===== config.mk =====
export PLATFORM = sky130hd
export DESIGN_NAME = dpo_pull_word_regs
export DESIGN_NICKNAME = d
export VERILOG_FILES = /design/src/logic/dpo_pkg.sv /design/src/logic/dpo_bus_edges.sv /design/src/logic/dpo_pull_word_regs.sv
export VERILOG_INCLUDE_DIRS = /design/src /design/src/logic
export SDC_FILE = /design/constraint.sdc
export NUM_CORES = 1
export LEC_CHECK = 0
export BUFFER_PORTS_ARGS = -buffer_cell sky130_fd_sc_hd__buf_2
export CAP_MARGIN = 10
export CORE_ASPECT_RATIO = 0.8
export CORE_MARGIN = 2
export CORE_UTILIZATION = 35
export CTS_CLUSTER_DIAMETER = 50
export DETAILED_ROUTE_END_ITERATION = 12
export PLACE_DENSITY = 0.52
export SLEW_MARGIN = 20
export SYNTH_ARGS = -nofsm -noshare
export SYNTH_HDL_FRONTEND = slang
export SYNTH_SLANG_ARGS = --single-unit

===== constraint.sdc =====
create_clock -name REF_CLK_I -period 2.1 [get_ports REF_CLK_I]
set_clock_uncertainty 0.2 [all_clocks]
set_input_delay 0.21 -clock REF_CLK_I [delete_from_list [all_inputs] [get_ports REF_CLK_I]]
set_output_delay 0.21 -clock REF_CLK_I [all_outputs]
set_load 0.02 [all_outputs]

===== src/logic/dpo_map.svh =====
// register offsets, field positions, reset values and bus constants of the
// oscillator pull-word register bank; included by the design and verification files
`ifndef DPO_MAP_SVH
`define DPO_MAP_SVH

// register offsets (8-bit register pointer)
`define DPO_OFS_FREQ_LOWER     8'h00
`define DPO_OFS_OE_FREQ_UPPER  8'h01

// fields of the upper register
`define DPO_UPPER_MSB          9
`define DPO_UPPER_W            10
`define DPO_OE_BIT             10
`define DPO_UNUSED_W           5

// word widths
`define DPO_LOWER_W            16
`define DPO_PULL_W             26
`define DPO_REG_W              16

// reset values
`define DPO_RST_LOWER          16'h0000
`define DPO_RST_UPPER          10'h000
`define DPO_RST_OE             1'b0

// serial target address, arbitrary value
`define DPO_TARGET_ADDR        7'h60
// bits per serial byte
`define DPO_BYTE_BITS          4'h8

`endif


===== src/logic/dpo_pkg.sv =====
// types shared by the pull-word register bank
// stands alone; needs nothing from dpo_map.svh
package dpo_pkg;

  // serial engine states
  typedef enum logic [2:0] {
    ST_IDLE    = 3'b000,
    ST_RX      = 3'b001,
    ST_RX_ACK  = 3'b010,
    ST_TX      = 3'b011,
    ST_TX_ACK  = 3'b100,
    ST_TX_NEXT = 3'b101
  } dpo_state_t;

  // which byte of a write transfer comes next
  typedef enum logic [1:0] {
    PH_ADDR = 2'b00,
    PH_PTR  = 2'b01,
    PH_DATA = 2'b10
  } dpo_phase_t;

endpackage


===== src/logic/dpo_bus_edges.sv =====
// edge and bus-condition detector for the two-wire target port
// assumes scl and sda levels already synchronous to clk_i
`timescale 1ns/10ps
`default_nettype none

module dpo_bus_edges (
  // clock and reset
  input  wire logic clk_i,
  input  wire logic nrst_i,
  // wire levels
  input  wire logic scl_i,
  input  wire logic sda_i,
  // detected events, one cycle each
  output logic      scl_rise_o,
  output logic      scl_fall_o,
  output logic      start_o,
  output logic      stop_o
);

  logic scl_q_ff;
  logic sda_q_ff;

  // previous levels; idle bus reads high
  always_ff @(posedge clk_i or negedge nrst_i) begin
    if (!nrst_i) begin
      scl_q_ff <= 1'b1;
      sda_q_ff <= 1'b1;
    end else begin
      scl_q_ff <= scl_i;
      sda_q_ff <= sda_i;
    end
  end

  // sda moving while scl stays high marks start or stop
  assign scl_rise_o = scl_i & ~scl_q_ff;
  assign scl_fall_o = ~scl_i & scl_q_ff;
  assign start_o    = scl_i & scl_q_ff & sda_q_ff & ~sda_i;
  assign stop_o     = scl_i & scl_q_ff & ~sda_q_ff & sda_i;

endmodule

`default_nettype wire


===== src/logic/dpo_pull_word_regs.sv =====
// Function
// [RULE1] upper register bits 15:11 read zero; writes to them are dropped
// [RULE2] bit 10 is software output enable; zero disables, reset zero
// [RULE3] under pin control, writes to bit 10 do not touch the driver
// [RULE4] bits 9:0 are the top ten bits of the 26-bit pull word
// [RULE5] lower sixteen pull-word bits come from the lower register at offset zero
// [RULE6] after reset all 26 pull-word bits are zero, nominal frequency
// [RULE7] the pull word is a signed two's complement value
// [RULE8] change starts only on upper-word load; controller writes lower first
// [RULE9] controller commits pull-word updates no faster than 38 kHz
// [RULE10] registers reached only as two-wire bus target, up to 1 Mbit/s
// [RULE11] reads return stored enable and upper word, unused bits zero
//
// top of the oscillator pull-word register bank with its two-wire target
// assumes SCL/SDA synchronous to REF_CLK_I; the pad combines SDA_O/SDA_OE_O
`timescale 1ns/10ps
`default_nettype none
`include "dpo_map.svh"

module dpo_pull_word_regs #(
  parameter logic [6:0] TARGET_ADDR = `DPO_TARGET_ADDR
) (
  // clock and reset
  input  wire logic                      REF_CLK_I,
  input  wire logic                      NRST_I,
  // two-wire bus
  input  wire logic                      SCL_I,
  input  wire logic                      SDA_I,
  output var  logic                      SDA_O,
  output var  logic                      SDA_OE_O,
  // output enable control
  input  wire logic                      OE_SW_CTRL_I,
  input  wire logic                      OE_PIN_I,
  output var  logic                      OUT_EN_O,
  // committed pull word
  output var  logic signed [`DPO_PULL_W-1:0] FREQ_PULL_WORD_O,
  output var  logic                      FREQ_UPDATE_O
);

  logic                     scl_rise;
  logic                     scl_fall;
  logic                     bus_start;
  logic                     bus_stop;
  dpo_pkg::dpo_state_t      state_ff;
  dpo_pkg::dpo_phase_t      phase_ff;
  logic [3:0]               bit_cnt_ff;
  logic [7:0]               rx_ff;
  logic [7:0]               tx_ff;
  logic                     rw_ff;
  logic [7:0]               ptr_ff;
  logic                     hilo_ff;
  logic [7:0]               hold_hi_ff;
  logic                     sda_oe_ff;
  logic                     wr_en_ff;
  logic [7:0]               wr_ofs_ff;
  logic [`DPO_REG_W-1:0]    wr_data_ff;
  logic [`DPO_LOWER_W-1:0]  freq_word_lower_ff;
  logic [`DPO_UPPER_W-1:0]  freq_word_upper_ff;
  logic                     oe_sw_ff;
  logic [`DPO_REG_W-1:0]    rd_word;
  logic [7:0]               nxt_tx_byte;
  logic [7:0]               rx_byte;

  dpo_bus_edges u_edges (
    .clk_i      (REF_CLK_I),
    .nrst_i     (NRST_I),
    .scl_i      (SCL_I),
    .sda_i      (SDA_I),
    .scl_rise_o (scl_rise),
    .scl_fall_o (scl_fall),
    .start_o    (bus_start),
    .stop_o     (bus_stop)
  );

  // read view of the register addressed by the pointer
  always_comb begin
    rd_word = '0;
    if (ptr_ff == `DPO_OFS_FREQ_LOWER) begin
      rd_word = freq_word_lower_ff;
    end else if (ptr_ff == `DPO_OFS_OE_FREQ_UPPER) begin
      rd_word = {{`DPO_UNUSED_W{1'b0}}, oe_sw_ff, freq_word_upper_ff}; // [RULE1] [RULE11]
    end
  end

  // high byte first, matching the wire's msb-first order
  assign nxt_tx_byte = hilo_ff ? rd_word[7:0] : rd_word[15:8];
  // byte as completed on the eighth rising edge
  assign rx_byte     = rx_ff;

  // byte-level target engine; only the target role exists, no controller
  always_ff @(posedge REF_CLK_I or negedge NRST_I) begin // [RULE10]
    if (!NRST_I) begin
      state_ff   <= dpo_pkg::ST_IDLE;
      phase_ff   <= dpo_pkg::PH_ADDR;
      bit_cnt_ff <= 4'h0;
      rx_ff      <= 8'h00;
      tx_ff      <= 8'h00;
      rw_ff      <= 1'b0;
      ptr_ff     <= 8'h00;
      hilo_ff    <= 1'b0;
      hold_hi_ff <= 8'h00;
      sda_oe_ff  <= 1'b0;
      wr_en_ff   <= 1'b0;
      wr_ofs_ff  <= 8'h00;
      wr_data_ff <= 16'h0000;
    end else begin
      wr_en_ff <= 1'b0;
      if (bus_start) begin
        // a repeated start also lands here and restarts the address phase
        state_ff   <= dpo_pkg::ST_RX;
        phase_ff   <= dpo_pkg::PH_ADDR;
        bit_cnt_ff <= 4'h0;
        rw_ff      <= 1'b0;
        hilo_ff    <= 1'b0;
        sda_oe_ff  <= 1'b0;
      end else if (bus_stop) begin
        state_ff  <= dpo_pkg::ST_IDLE;
        sda_oe_ff <= 1'b0;
      end else begin
        unique case (state_ff)
          dpo_pkg::ST_IDLE: begin
            sda_oe_ff <= 1'b0;
          end
          dpo_pkg::ST_RX: begin
            if (scl_rise && bit_cnt_ff != `DPO_BYTE_BITS) begin
              rx_ff      <= {rx_ff[6:0], SDA_I};
              bit_cnt_ff <= bit_cnt_ff + 4'h1;
            end else if (scl_fall && bit_cnt_ff == `DPO_BYTE_BITS) begin
              bit_cnt_ff <= 4'h0;
              unique case (phase_ff)
                dpo_pkg::PH_ADDR: begin
                  if (rx_byte[7:1] == TARGET_ADDR) begin
                    rw_ff     <= rx_byte[0];
                    phase_ff  <= dpo_pkg::PH_PTR;
                    sda_oe_ff <= 1'b1;
                    state_ff  <= dpo_pkg::ST_RX_ACK;
                  end else begin
                    // another target's address: stay off the wire
                    state_ff <= dpo_pkg::ST_IDLE;
                  end
                end
                dpo_pkg::PH_PTR: begin
                  ptr_ff    <= rx_byte;
                  hilo_ff   <= 1'b0;
                  phase_ff  <= dpo_pkg::PH_DATA;
                  sda_oe_ff <= 1'b1;
                  state_ff  <= dpo_pkg::ST_RX_ACK;
                end
                default: begin
                  // data byte; second byte of a pair commits the word
                  if (!hilo_ff) begin
                    hold_hi_ff <= rx_byte;
                  end else begin
                    wr_en_ff   <= 1'b1;
                    wr_ofs_ff  <= ptr_ff;
                    wr_data_ff <= {hold_hi_ff, rx_byte};
                    ptr_ff     <= ptr_ff + 8'h01;
                  end
                  hilo_ff   <= ~hilo_ff;
                  sda_oe_ff <= 1'b1;
                  state_ff  <= dpo_pkg::ST_RX_ACK;
                end
              endcase
            end
          end
          dpo_pkg::ST_RX_ACK: begin
            if (scl_fall) begin
              if (rw_ff) begin
                // read address acked: first data bit goes out now
                sda_oe_ff  <= ~nxt_tx_byte[7];
                tx_ff      <= {nxt_tx_byte[6:0], 1'b0};
                bit_cnt_ff <= 4'h1;
                hilo_ff    <= ~hilo_ff;
                if (hilo_ff) begin
                  ptr_ff <= ptr_ff + 8'h01;
                end
                state_ff <= dpo_pkg::ST_TX;
              end else begin
                sda_oe_ff <= 1'b0;
                state_ff  <= dpo_pkg::ST_RX;
              end
            end
          end
          dpo_pkg::ST_TX: begin
            if (scl_fall) begin
              if (bit_cnt_ff == `DPO_BYTE_BITS) begin
                sda_oe_ff  <= 1'b0;
                bit_cnt_ff <= 4'h0;
                state_ff   <= dpo_pkg::ST_TX_ACK;
              end else begin
                // open drain: drive only for a zero bit
                sda_oe_ff  <= ~tx_ff[7];
                tx_ff      <= {tx_ff[6:0], 1'b0};
                bit_cnt_ff <= bit_cnt_ff + 4'h1;
              end
            end
          end
          dpo_pkg::ST_TX_ACK: begin
            if (scl_rise) begin
              // controller nack ends the read; wait for stop or start
              state_ff <= SDA_I ? dpo_pkg::ST_IDLE : dpo_pkg::ST_TX_NEXT;
            end
          end
          dpo_pkg::ST_TX_NEXT: begin
            if (scl_fall) begin
              sda_oe_ff  <= ~nxt_tx_byte[7];
              tx_ff      <= {nxt_tx_byte[6:0], 1'b0};
              bit_cnt_ff <= 4'h1;
              hilo_ff    <= ~hilo_ff;
              if (hilo_ff) begin
                ptr_ff <= ptr_ff + 8'h01;
              end
              state_ff <= dpo_pkg::ST_TX;
            end
          end
          default: begin
            state_ff  <= dpo_pkg::ST_IDLE;
            sda_oe_ff <= 1'b0;
          end
        endcase
      end
    end
  end

  // lower word only waits in a holding register until the upper load
  always_ff @(posedge REF_CLK_I or negedge NRST_I) begin
    if (!NRST_I) begin
      freq_word_lower_ff <= `DPO_RST_LOWER; // [RULE6]
    end else if (wr_en_ff && wr_ofs_ff == `DPO_OFS_FREQ_LOWER) begin
      freq_word_lower_ff <= wr_data_ff; // [RULE5]
    end
  end

  // upper word and software enable; bits 15:11 are never stored
  always_ff @(posedge REF_CLK_I or negedge NRST_I) begin
    if (!NRST_I) begin
      freq_word_upper_ff <= `DPO_RST_UPPER; // [RULE6]
      oe_sw_ff           <= `DPO_RST_OE; // [RULE2]
    end else if (wr_en_ff && wr_ofs_ff == `DPO_OFS_OE_FREQ_UPPER) begin
      freq_word_upper_ff <= wr_data_ff[`DPO_UPPER_MSB:0]; // [RULE4] [RULE1]
      if (OE_SW_CTRL_I) begin
        oe_sw_ff <= wr_data_ff[`DPO_OE_BIT]; // [RULE3]
      end
    end
  end

  // commit on upper load only; no rate limiting, the controller paces it
  always_ff @(posedge REF_CLK_I or negedge NRST_I) begin
    if (!NRST_I) begin
      FREQ_PULL_WORD_O <= '0; // [RULE6]
      FREQ_UPDATE_O    <= 1'b0;
    end else begin
      FREQ_UPDATE_O <= 1'b0;
      if (wr_en_ff && wr_ofs_ff == `DPO_OFS_OE_FREQ_UPPER) begin
        // signed concat: upper bit 9 is the sign of the whole word
        FREQ_PULL_WORD_O <= $signed({wr_data_ff[`DPO_UPPER_MSB:0],
                                     freq_word_lower_ff}); // [RULE8] [RULE7] [RULE9]
        FREQ_UPDATE_O    <= 1'b1; // [RULE8]
      end
    end
  end

  // driver enable: software bit or pin, chosen by the mode input
  always_ff @(posedge REF_CLK_I or negedge NRST_I) begin
    if (!NRST_I) begin
      OUT_EN_O <= 1'b0;
    end else begin
      OUT_EN_O <= OE_SW_CTRL_I ? oe_sw_ff : OE_PIN_I; // [RULE2] [RULE3]
    end
  end

  // pad outputs; data line only ever pulled low
  always_ff @(posedge REF_CLK_I or negedge NRST_I) begin
    if (!NRST_I) begin
      SDA_O <= 1'b0;
    end else begin
      SDA_O <= 1'b0;
    end
  end

  assign SDA_OE_O = sda_oe_ff;

endmodule

`default_nettype wire


======== Yosys cells after proc, flatten, opt, wreduce, memory -nomap -nowiden ========
Cells that the tools add are included.
storage, ports and cells
  register bits ........................... 126
  input bits .............................. 6
  word-level logic and storage cells ...... 196
operators by class
  add/sub/neg operators ................... 2
  equal/unequal tests ..................... 40
  muxes and demuxes ....................... 85
  bitwise logic cells ..................... 18
  reductions and logical operators ........ 30
operators with widths
  cell                                                              count
  8-bit two-way mux                                                 12
  8-bit case mux with 3 select lines                                2
  4-bit two-way mux                                                 9
  4-bit != test (second input constant)                             9
  1-bit two-way mux                                                 34
  3-bit two-way mux                                                 11
  3-bit != test (second input constant)                             10
  7-bit AND reduction                                               4
  8-bit AND reduction                                               3
  2-bit != test (second input constant)                             10
  3-bit case mux with 6 select lines                                1
  8-bit by 1-bit == test with 1-bit output (second input constant)  2
  8-bit logical NOT                                                 2
  16-bit two-way mux                                                1
  2-bit two-way mux                                                 8
  4-bit case mux with 4 select lines                                1
  8-bit case mux with 2 select lines                                1
  6-bit AND reduction                                               2
  11-bit two-way mux                                                1
  1-bit inverter                                                    11
  9-bit AND reduction                                               1
  3-bit nonzero test                                                3
  8-bit by 1-bit adder with 8-bit output (second input constant)    1
  2-bit nonzero test                                                4
  other kinds (21)                                                  32

======== Depth between registers and ports, before layout ========
Gate-level depths: netlist (run 1).
  word-level depth ........................ 10
  depth in mapped cells ................... 9
  gate-level depth less buffers ........... 7

======== Hierarchy ========
A second synthesis (run 1) with hierarchy kept.
second synthesis, totals
  cells, all modules ...................... 486
  area, all modules ....................... 5,464.0 um2
modules (own cells, without submodules)
  module              times used  cells each  area an instance (um2)
  dpo_pull_word_regs  1           480         5,378.9
  dpo_bus_edges       1           6           85.1

======== Least setup slack after synthesis (run 1) ========
Ideal clock, no wire load.
  path kind ............................... flip-flop to flip-flop
  start point ............................. register bit_cnt_ff[0]
  end point ............................... register wr_data_ff[15]
  setup time .............................. 125 ps
  arrival time ............................ 1,733 ps
  setup slack ............................. 42 ps
  cell stages (with the launch flop) ...... 10
  clock period less this slack ............ 2,058 ps
  path through ............................ dfrtp_1 inv_1 ha_1 and3b_1 clkbuf_2 nand2_1 nor2_2 nand3_2 buf_2 mux2_2
between the ends
  word-level cells in the longest chain between the ends .. 4
  elaborated cells on any way between the ends .. 6
  classes of those cells .................. eq/ne (2); bitwise (1); reduce/logical (3)
ends and longest elaborated chain
  element                            RTL line                   RTL
  start, declared                    dpo_pull_word_regs.sv:46   logic [3:0] bit_cnt_ff;
  start signal, assigned             dpo_pull_word_regs.sv:127  bit_cnt_ff <= bit_cnt_ff + 4'h1;
  start signal, assigned             dpo_pull_word_regs.sv:194  bit_cnt_ff <= bit_cnt_ff + 4'h1;
  4-bit != test (no line)            -
  1-bit logical AND (no line)        -
  1-bit inverter (no line)           -
  7-bit AND reduction (no line) (*)  -
  end signal, assigned               dpo_pull_word_regs.sv:156  wr_data_ff <= {hold_hi_ff, rx_byte};
  end, declared                      dpo_pull_word_regs.sv:56   logic [`DPO_REG_W-1:0] wr_data_ff;
Mark *: on every way between the ends. The rest lies on a longest branch, timed or not.
A chain may end at the register's enable or synchronous reset.

======== Worst setup path in the final report (run 1) ========
  start point ............................. register state_ff[2]
  end point ............................... register ptr_ff[4]
between the ends
  word-level cells in the longest chain between the ends .. 3
  elaborated cells on any way between the ends .. 12
  classes of those cells .................. eq/ne (9); mux (1); reduce/logical (2)
ends and longest elaborated chain
  element                                                           RTL line                   RTL
  start, declared                                                   dpo_pull_word_regs.sv:44   dpo_pkg::dpo_state_t state_ff;
  start signal, assigned                                            dpo_pull_word_regs.sv:93   state_ff <= dpo_pkg::ST_IDLE;
  start signal, assigned                                            dpo_pull_word_regs.sv:110  state_ff <= dpo_pkg::ST_RX;
  start signal, assigned                                            dpo_pull_word_regs.sv:117  state_ff <= dpo_pkg::ST_IDLE;
  3-bit by 1-bit == test with 1-bit output (tied with other cells)  dpo_pull_word_regs.sv:120  unique case (state_ff)
  2-bit != test (no line) or 3-bit nonzero test (tied branches)     -
  9-bit AND reduction (no line)                                     -
  end signal, assigned                                              dpo_pull_word_regs.sv:143  ptr_ff <= rx_byte;
  end signal, assigned                                              dpo_pull_word_regs.sv:157  ptr_ff <= ptr_ff + 8'h01;
  end signal, assigned                                              dpo_pull_word_regs.sv:175  ptr_ff <= ptr_ff + 8'h01;
  end, declared                                                     dpo_pull_word_regs.sv:50   logic [7:0] ptr_ff;
Parallel ways exist; a longest one is shown, timed or not.

==> flow_summary.json, run 1 <==
{
  "netlist.area_leader.share_pct": 52.1,
  "portBuffers": 34,
  "dieArea_um2": 16500,
  "criticalPathCategory": "reg2reg",
  "reg2reg_depth": 5,
  "synthFlopType": "dfrtp_1",
  "cts_tree": "done",
  "clockBufferDepth": 2,
  "fmax_mhz": 487,
  "finalPower_w": 0.00628,
  "antenna_found_initial": 0,
  "worstSetupStartpointType": "flip-flop",
  "cts_sinks": 115,
  "io_pins": 36,
  "worstSkewPairLatency_ns": 0.42,
  "end_kind": "flip-flop",
  "maxSlewHeadroom_pct": 61.9,
  "reg2reg_slack_ns": 0.05,
  "grt_pass1_vias": 4158,
  "synth_most_common_cell": "dfrtp_1",
  "outcome": "finished, final reports clean",
  "grt_pass1_wl_um": 22100,
  "synth.area.top_cells": "dfrtp_1 52%, mux2_2 15%, nand2_1 7.7%",
  "fin_tns_setup_ns": 0,
  "post-dp-hpwl_um": 9610,
  "drive_gt1_share_pct": 38.5,
  "cts_buffers": 17,
  "ys_warn_count": 0,
  "fin_area_um2": 7070,
  "synth-edff-count": 0,
  "fp.dieH_um": 115,
  "critPathMaxFanout": 6,
  "fillers": 1429,
  "min_period_ns": 2.05,
  "synth_fp_nets": 518,
  "grt-ovfl-total": 0,
  "gp_congestion": 0.872,
  "synth_cell_type_count": 59,
  "cts.htree.levels": 4,
  "holdCritPathClass": "in2async",
  "ys_seq_area_share_pct": 53.0,
  "ys_seq_elements": 115,
  "r2r_end": "ptr_ff[4]",
  "postRouteAntennaNets": 0,
  "wl_per_cell_um": 16.4,
  "vdd_ir_drop_max_uv": 562,
  "drtIter0Drc": 274,
  "routed_wl_um": 13400,
  "rr_startpoint": "state_ff[2]",
  "grtUsageTotal_pct": 17.6,
  "p_leak_nw": 3.53,
  "final_net_count": 609,
  "vias": 4098,
  "core_um2": 15100,
  "placed_area_um2": 6200,
  "ys_async_sr_fraction_pct": 100,
  "utilization_pct": 46.8,
  "std_cell_rows": 40,
  "synth_top_area_cell": "dfrtp_1",
  "dr.pass1.iters": 5,
  "clk_pin_slew_ns": 0.06,
  "power_density_nw_per_um2": 888,
  "antenna_cells": 0,
  "grt_max_degree": 40,
  "rsz0062_at_grt": "true",
  "drc": 0,
  "area_growth_syn_to_layout_pct": 30.3,
  "worstPathArrival_ns": 2.15,
  "hold_slack_ns": 0.127,
  "worst_pin_slew_ns": 0.572,
  "fin_crit_sh_pct": 97.8,
  "synth_cells": 507,
  "final-hold-violation-count": 0,
  "postSynthAreaPerCell_um2": 10.7,
  "fp.dieW_um": 143,
  "drv_cap": 0,
  "synthTopCellsByCount": "113 x dfrtp_1, 111 x nand2_1, 74 x mux2_2, 21 x nor2_1, 21 x o21ai_0",
  "syn_area_um2": 5430,
  "start_util_pct": 35.9,
  "cp.required_ns": 2.20,
  "via_per_inst": 5.00,
  "setup_viol": 0,
  "clockRootBuffer": "clkbuf_16",
  "slew_viol_final": 0
}
[sequential cells by signal, indices dropped and copies added, names as in the netlist]
| register | count |
|---|---|
| wr_data_ff | 16 |
| tx_ff | 7 |
| u_edges.scl_q_ff | 1 |
| state_ff | 3 |
| hilo_ff | 1 |
| rw_ff | 1 |
| bit_cnt_ff | 4 |
| hold_hi_ff | 8 |
| freq_word_lower_ff | 16 |
| OUT_EN_O | 1 |
| ptr_ff | 8 |
| rx_byte | 8 |
| FREQ_UPDATE_O | 1 |
| wr_ofs_ff | 8 |
| u_edges.sda_q_ff | 1 |
| SDA_OE_O | 1 |
| FREQ_PULL_WORD_O | 16 |
| oe_sw_ff | 1 |
| phase_ff | 2 |
| freq_word_upper_ff | 10 |
| wr_en_ff | 1 |
[critical path, cell delays in order (launching register included)]
cell	delay [ns]
dfrtp_2	0.44
or3b_1	0.49
and3_1	0.25
or3_1	0.37
o21ai_0	0.09
a21oi_1	0.09
[power by group]
part           switching [W]  internal [W]  total (W)
clock                0.00102       0.00201    0.00303
combinational       0.000426      0.000382   0.000809
sequential          0.000110       0.00234    0.00245
[routing by layer]
metal | routed length (um) | track usage [%] | part of all wire (%)
met5 | 0 | 0 | 0
met4 | 153 | 5.62 | 1.1
met3 | 510 | 4.92 | 3.8
met2 | 6030 | 26.4 | 45
met1 | 6740 | 24.8 | 50
[layout by cell type, fill, tap and decap left out, drive strengths merged, types with 7 or more instances in the layout]
cell type  netlist  routed
a21oi           18      18
nand2b           7       7
mux2            74      74
buf             15      90
clkbuf           9      18
nand3           15      15
o21ai           22      22
inv             12      13
dfrtp          113     113
nand2          111     111
nor2            23      23
[worst max path at each step]
stage	cells past startpoint	slack [ns]	from	end
CTS	7	-0.0001	state_ff[1]	ptr_ff[0]
global placement	8	-0.05	bit_cnt_ff[0]	SDA_OE_O
finish	5	0.05	state_ff[2]	ptr_ff[4]
floorplan	9	0.04	bit_cnt_ff[0]	wr_data_ff[15]
global route	7	-0.05	bit_cnt_ff[1]	tx_ff[5]
detailed placement	7	-0.08	bit_cnt_ff[0]	ptr_ff[0]
[cell type report]
type                    instances  area [um2]  area share, %
clock buffers                  18         439           6.21
clock inverters                13         184           2.60
inverters                      12        45.0          0.637
multi-input cells             356        2540           35.9
flip-flops and latches        115        2880           40.7
well taps                     210         263           3.71
repair buffers                 96         722           10.2
[cell families (layout without fill, tap and decap cells)]
| group | after synthesis | count (layout) | share of synthesized area (%) |
|---|---|---|---|
| xor+xnor | 1 | 1 | 0.161 |
| fa+ha+maj | 5 | 5 | 1.15 |
| compound gates | 73 | 73 | 9.10 |
| simple gates | 196 | 196 | 17.1 |
| buf+inv | 36 | 139 | 2.97 |
| flops | 115 | 115 | 53.0 |
| mux | 80 | 80 | 16.5 |
| other cells | 1 | 1 | 0.0691 |
[through the flow]
step | instances | worst slack, ns
finish | 820 | 0.0462
global route | 820 | -0.0514
CTS | 818 | -0.000113
detailed placement | 781 | -0.0791
global placement | 781 | -0.0483
floorplan | 507 | 0.0423
[repair_timing]
action                                  in CTS  in global routing
endpoints found under the hold margin       39                  0
hold buffers                                 6                  0
endpoints found under the setup margin      45                 60
pin swaps                                    2                 11
gates resized for setup                      2                 40
buffers inserted                             0                  2
Power figures use the tool's default switching activity.
==> run 2: changes to the inputs <==
--- a/config.mk
+++ b/config.mk
@@ -13,7 +13,7 @@
 export CORE_UTILIZATION = 35
 export CTS_CLUSTER_DIAMETER = 50
 export DETAILED_ROUTE_END_ITERATION = 12
-export PLACE_DENSITY = 0.52
+export PLACE_DENSITY_LB_ADDON = 0.2
 export SLEW_MARGIN = 20
 export SYNTH_ARGS = -nofsm -noshare
 export SYNTH_HDL_FRONTEND = slang
==> flow_summary.json, run 2 (synthesis gave the netlist of run 1 again) <==
{
  "grt_max_degree": 37,
  "path_cells": "inv_1 > ha_1 > and3b_2 > nand2b_1 > nor2_2 > o21ai_4 > mux2_2",
  "holdCritPathClass": "in2async",
  "portBuffers": 34,
  "mostFrequentLayoutCells": "110 x dfrtp_1, 110 x nand2_1, 74 x mux2_2, 51 x buf_4, 33 x buf_2",
  "post-dp-hpwl_um": 9320,
  "crit_path_top_delay_cell": "mux2_2",
  "fp.dieW_um": 143,
  "grt-ovfl-total": 0,
  "finalPower_w": 0.00633,
  "dieArea_um2": 16500,
  "worstPathArrival_ns": 2.19,
  "grtUsageTotal_pct": 17.2,
  "hold_slack_ns": 0.0431,
  "routed_wl_um": 13500,
  "rr_startpoint": "bit_cnt_ff[1]",
  "final_net_count": 614,
  "fillers": 1431,
  "postRouteAntennaNets": 0,
  "core_um2": 15100,
  "p_leak_nw": 3.56,
  "drc": 0,
  "min_period_ns": 2.09,
  "antenna_found_initial": 0,
  "slew_viol_final": 0,
  "cts.htree.levels": 4,
  "crit_path_end": "tx_ff[3]",
  "placed_area_um2": 6210,
  "critPathMaxFanout": 7,
  "grt_pass1_vias": 4017,
  "start_util_pct": 35.9,
  "r2r_end": "tx_ff[3]",
  "grt_pass1_wl_um": 21500,
  "utilization_pct": 47.1,
  "setup_viol": 0,
  "maxSlewHeadroom_pct": 61.2,
  "reg2reg_slack_ns": 0.01,
  "via_per_inst": 5.03,
  "worstSetupStartpointType": "flip-flop",
  "worstSkewPairLatency_ns": 0.42,
  "fin_crit_sh_pct": 99.4,
  "wl_per_cell_um": 16.3,
  "top_regs": "FREQ_PULL_WORD_O x16, freq_word_lower_ff x16, wr_data_ff x16",
  "area_growth_syn_to_layout_pct": 31.1,
  "clockRootBuffer": "clkbuf_16",
  "drtIter0Drc": 226,
  "cts_tree": "done",
  "reg2reg_depth": 7,
  "io_pins": 36,
  "fin_area_um2": 7120,
  "criticalPathCategory": "reg2reg",
  "fmax_mhz": 479,
  "outcome": "finished, final reports clean",
  "drv_cap": 0,
  "gp_congestion": 0.879,
  "cts_buffers": 17,
  "worst_pin_slew_ns": 0.578,
  "end_kind": "flip-flop",
  "clk_pin_slew_ns": 0.06,
  "power_density_nw_per_um2": 889,
  "vdd_ir_drop_max_uv": 612,
  "std_cell_rows": 40,
  "cpPeakStageDelay_ns": 0.38,
  "drive_gt1_share_pct": 38.6,
  "crit_path_start": "bit_cnt_ff[1]",
  "final-hold-violation-count": 0,
  "cp.required_ns": 2.20,
  "fp.dieH_um": 115,
  "cts_sinks": 115,
  "antenna_cells": 0,
  "rsz0062_at_grt": "true",
  "vias": 4158,
  "dr.pass1.iters": 7,
  "fin_tns_setup_ns": 0,
  "clockBufferDepth": 2
}
[run 2: cell types whose count changed in the layout (fill, tap and decap cells not counted), sizes merged]
cell      change
clkinvlp      +2
buf           +5
clkbuf        +2
inv           -1
clkinv        -2
[run 2: routing by layer]
| layer | vias to the layer above | track usage, % | share of wire, % |
|---|---|---|---|
| li1 | 1977 | - | - |
| met1 | 2066 | 23.7 | 49 |
| met2 | 103 | 26.1 | 46 |
| met3 | 12 | 5.62 | 4.3 |
| met4 | 0 | 5.29 | 0.86 |
| met5 | - | 0 | 0 |
[run 2: layout make-up]
class	instances	area, um2	area share [%]
inverter	12	45.0	0.633
multi-input combinational	356	2510	35.3
tap	210	263	3.69
timing repair buffer	101	779	11.0
sequential	115	2880	40.5
clock inverter	12	180	2.53
clock buffer	20	457	6.42
[run 2: how the worst min path moves through the flow]
stage                          end  slack (ns)  depth (start not counted)
4_1_cts                   OUT_EN_O        0.04                          2
3_5_place_dp              OUT_EN_O       -0.05                          1
2_1_floorplan  FREQ_PULL_WORD_O[0]       -0.29                          0
5_1_grt                   OUT_EN_O        0.07                          2
6_report                  OUT_EN_O        0.04                          2
3_3_place_gp              OUT_EN_O       -0.06                          1
[run 2: power breakdown]
part           internal, W  total, W  switching, W
sequential         0.00234   0.00247      0.000126
clock              0.00205   0.00310       0.00106
combinational     0.000363  0.000760      0.000398
[run 2: stage by stage]
stage	cells	setup WS, ns
4_1_cts	820	0.0192
2_1_floorplan	507	0.0423
3_3_place_gp	780	-0.0549
3_5_place_dp	780	-0.121
6_report	826	0.0130
5_1_grt	826	-0.0520
[run 2: timing repair]
item	CTS	global route
setup endpoints to repair	18	49
hold endpoints to repair	118	0
resized for setup	5	39
hold buffers	6	0
setup buffers	2	7
pin swaps	1	8
[run 2: worst max-delay path: cells and delay by family, from the launching register on]
kind	cells	cell delay, ns
AND/OR/NAND/NOR	3	0.53
multiplexers	1	0.38
flip-flops	1	0.37
AO/OA/AOI/OAI	1	0.28
adder cells (fa/ha/maj)	1	0.13
buffers and inverters	1	0.07
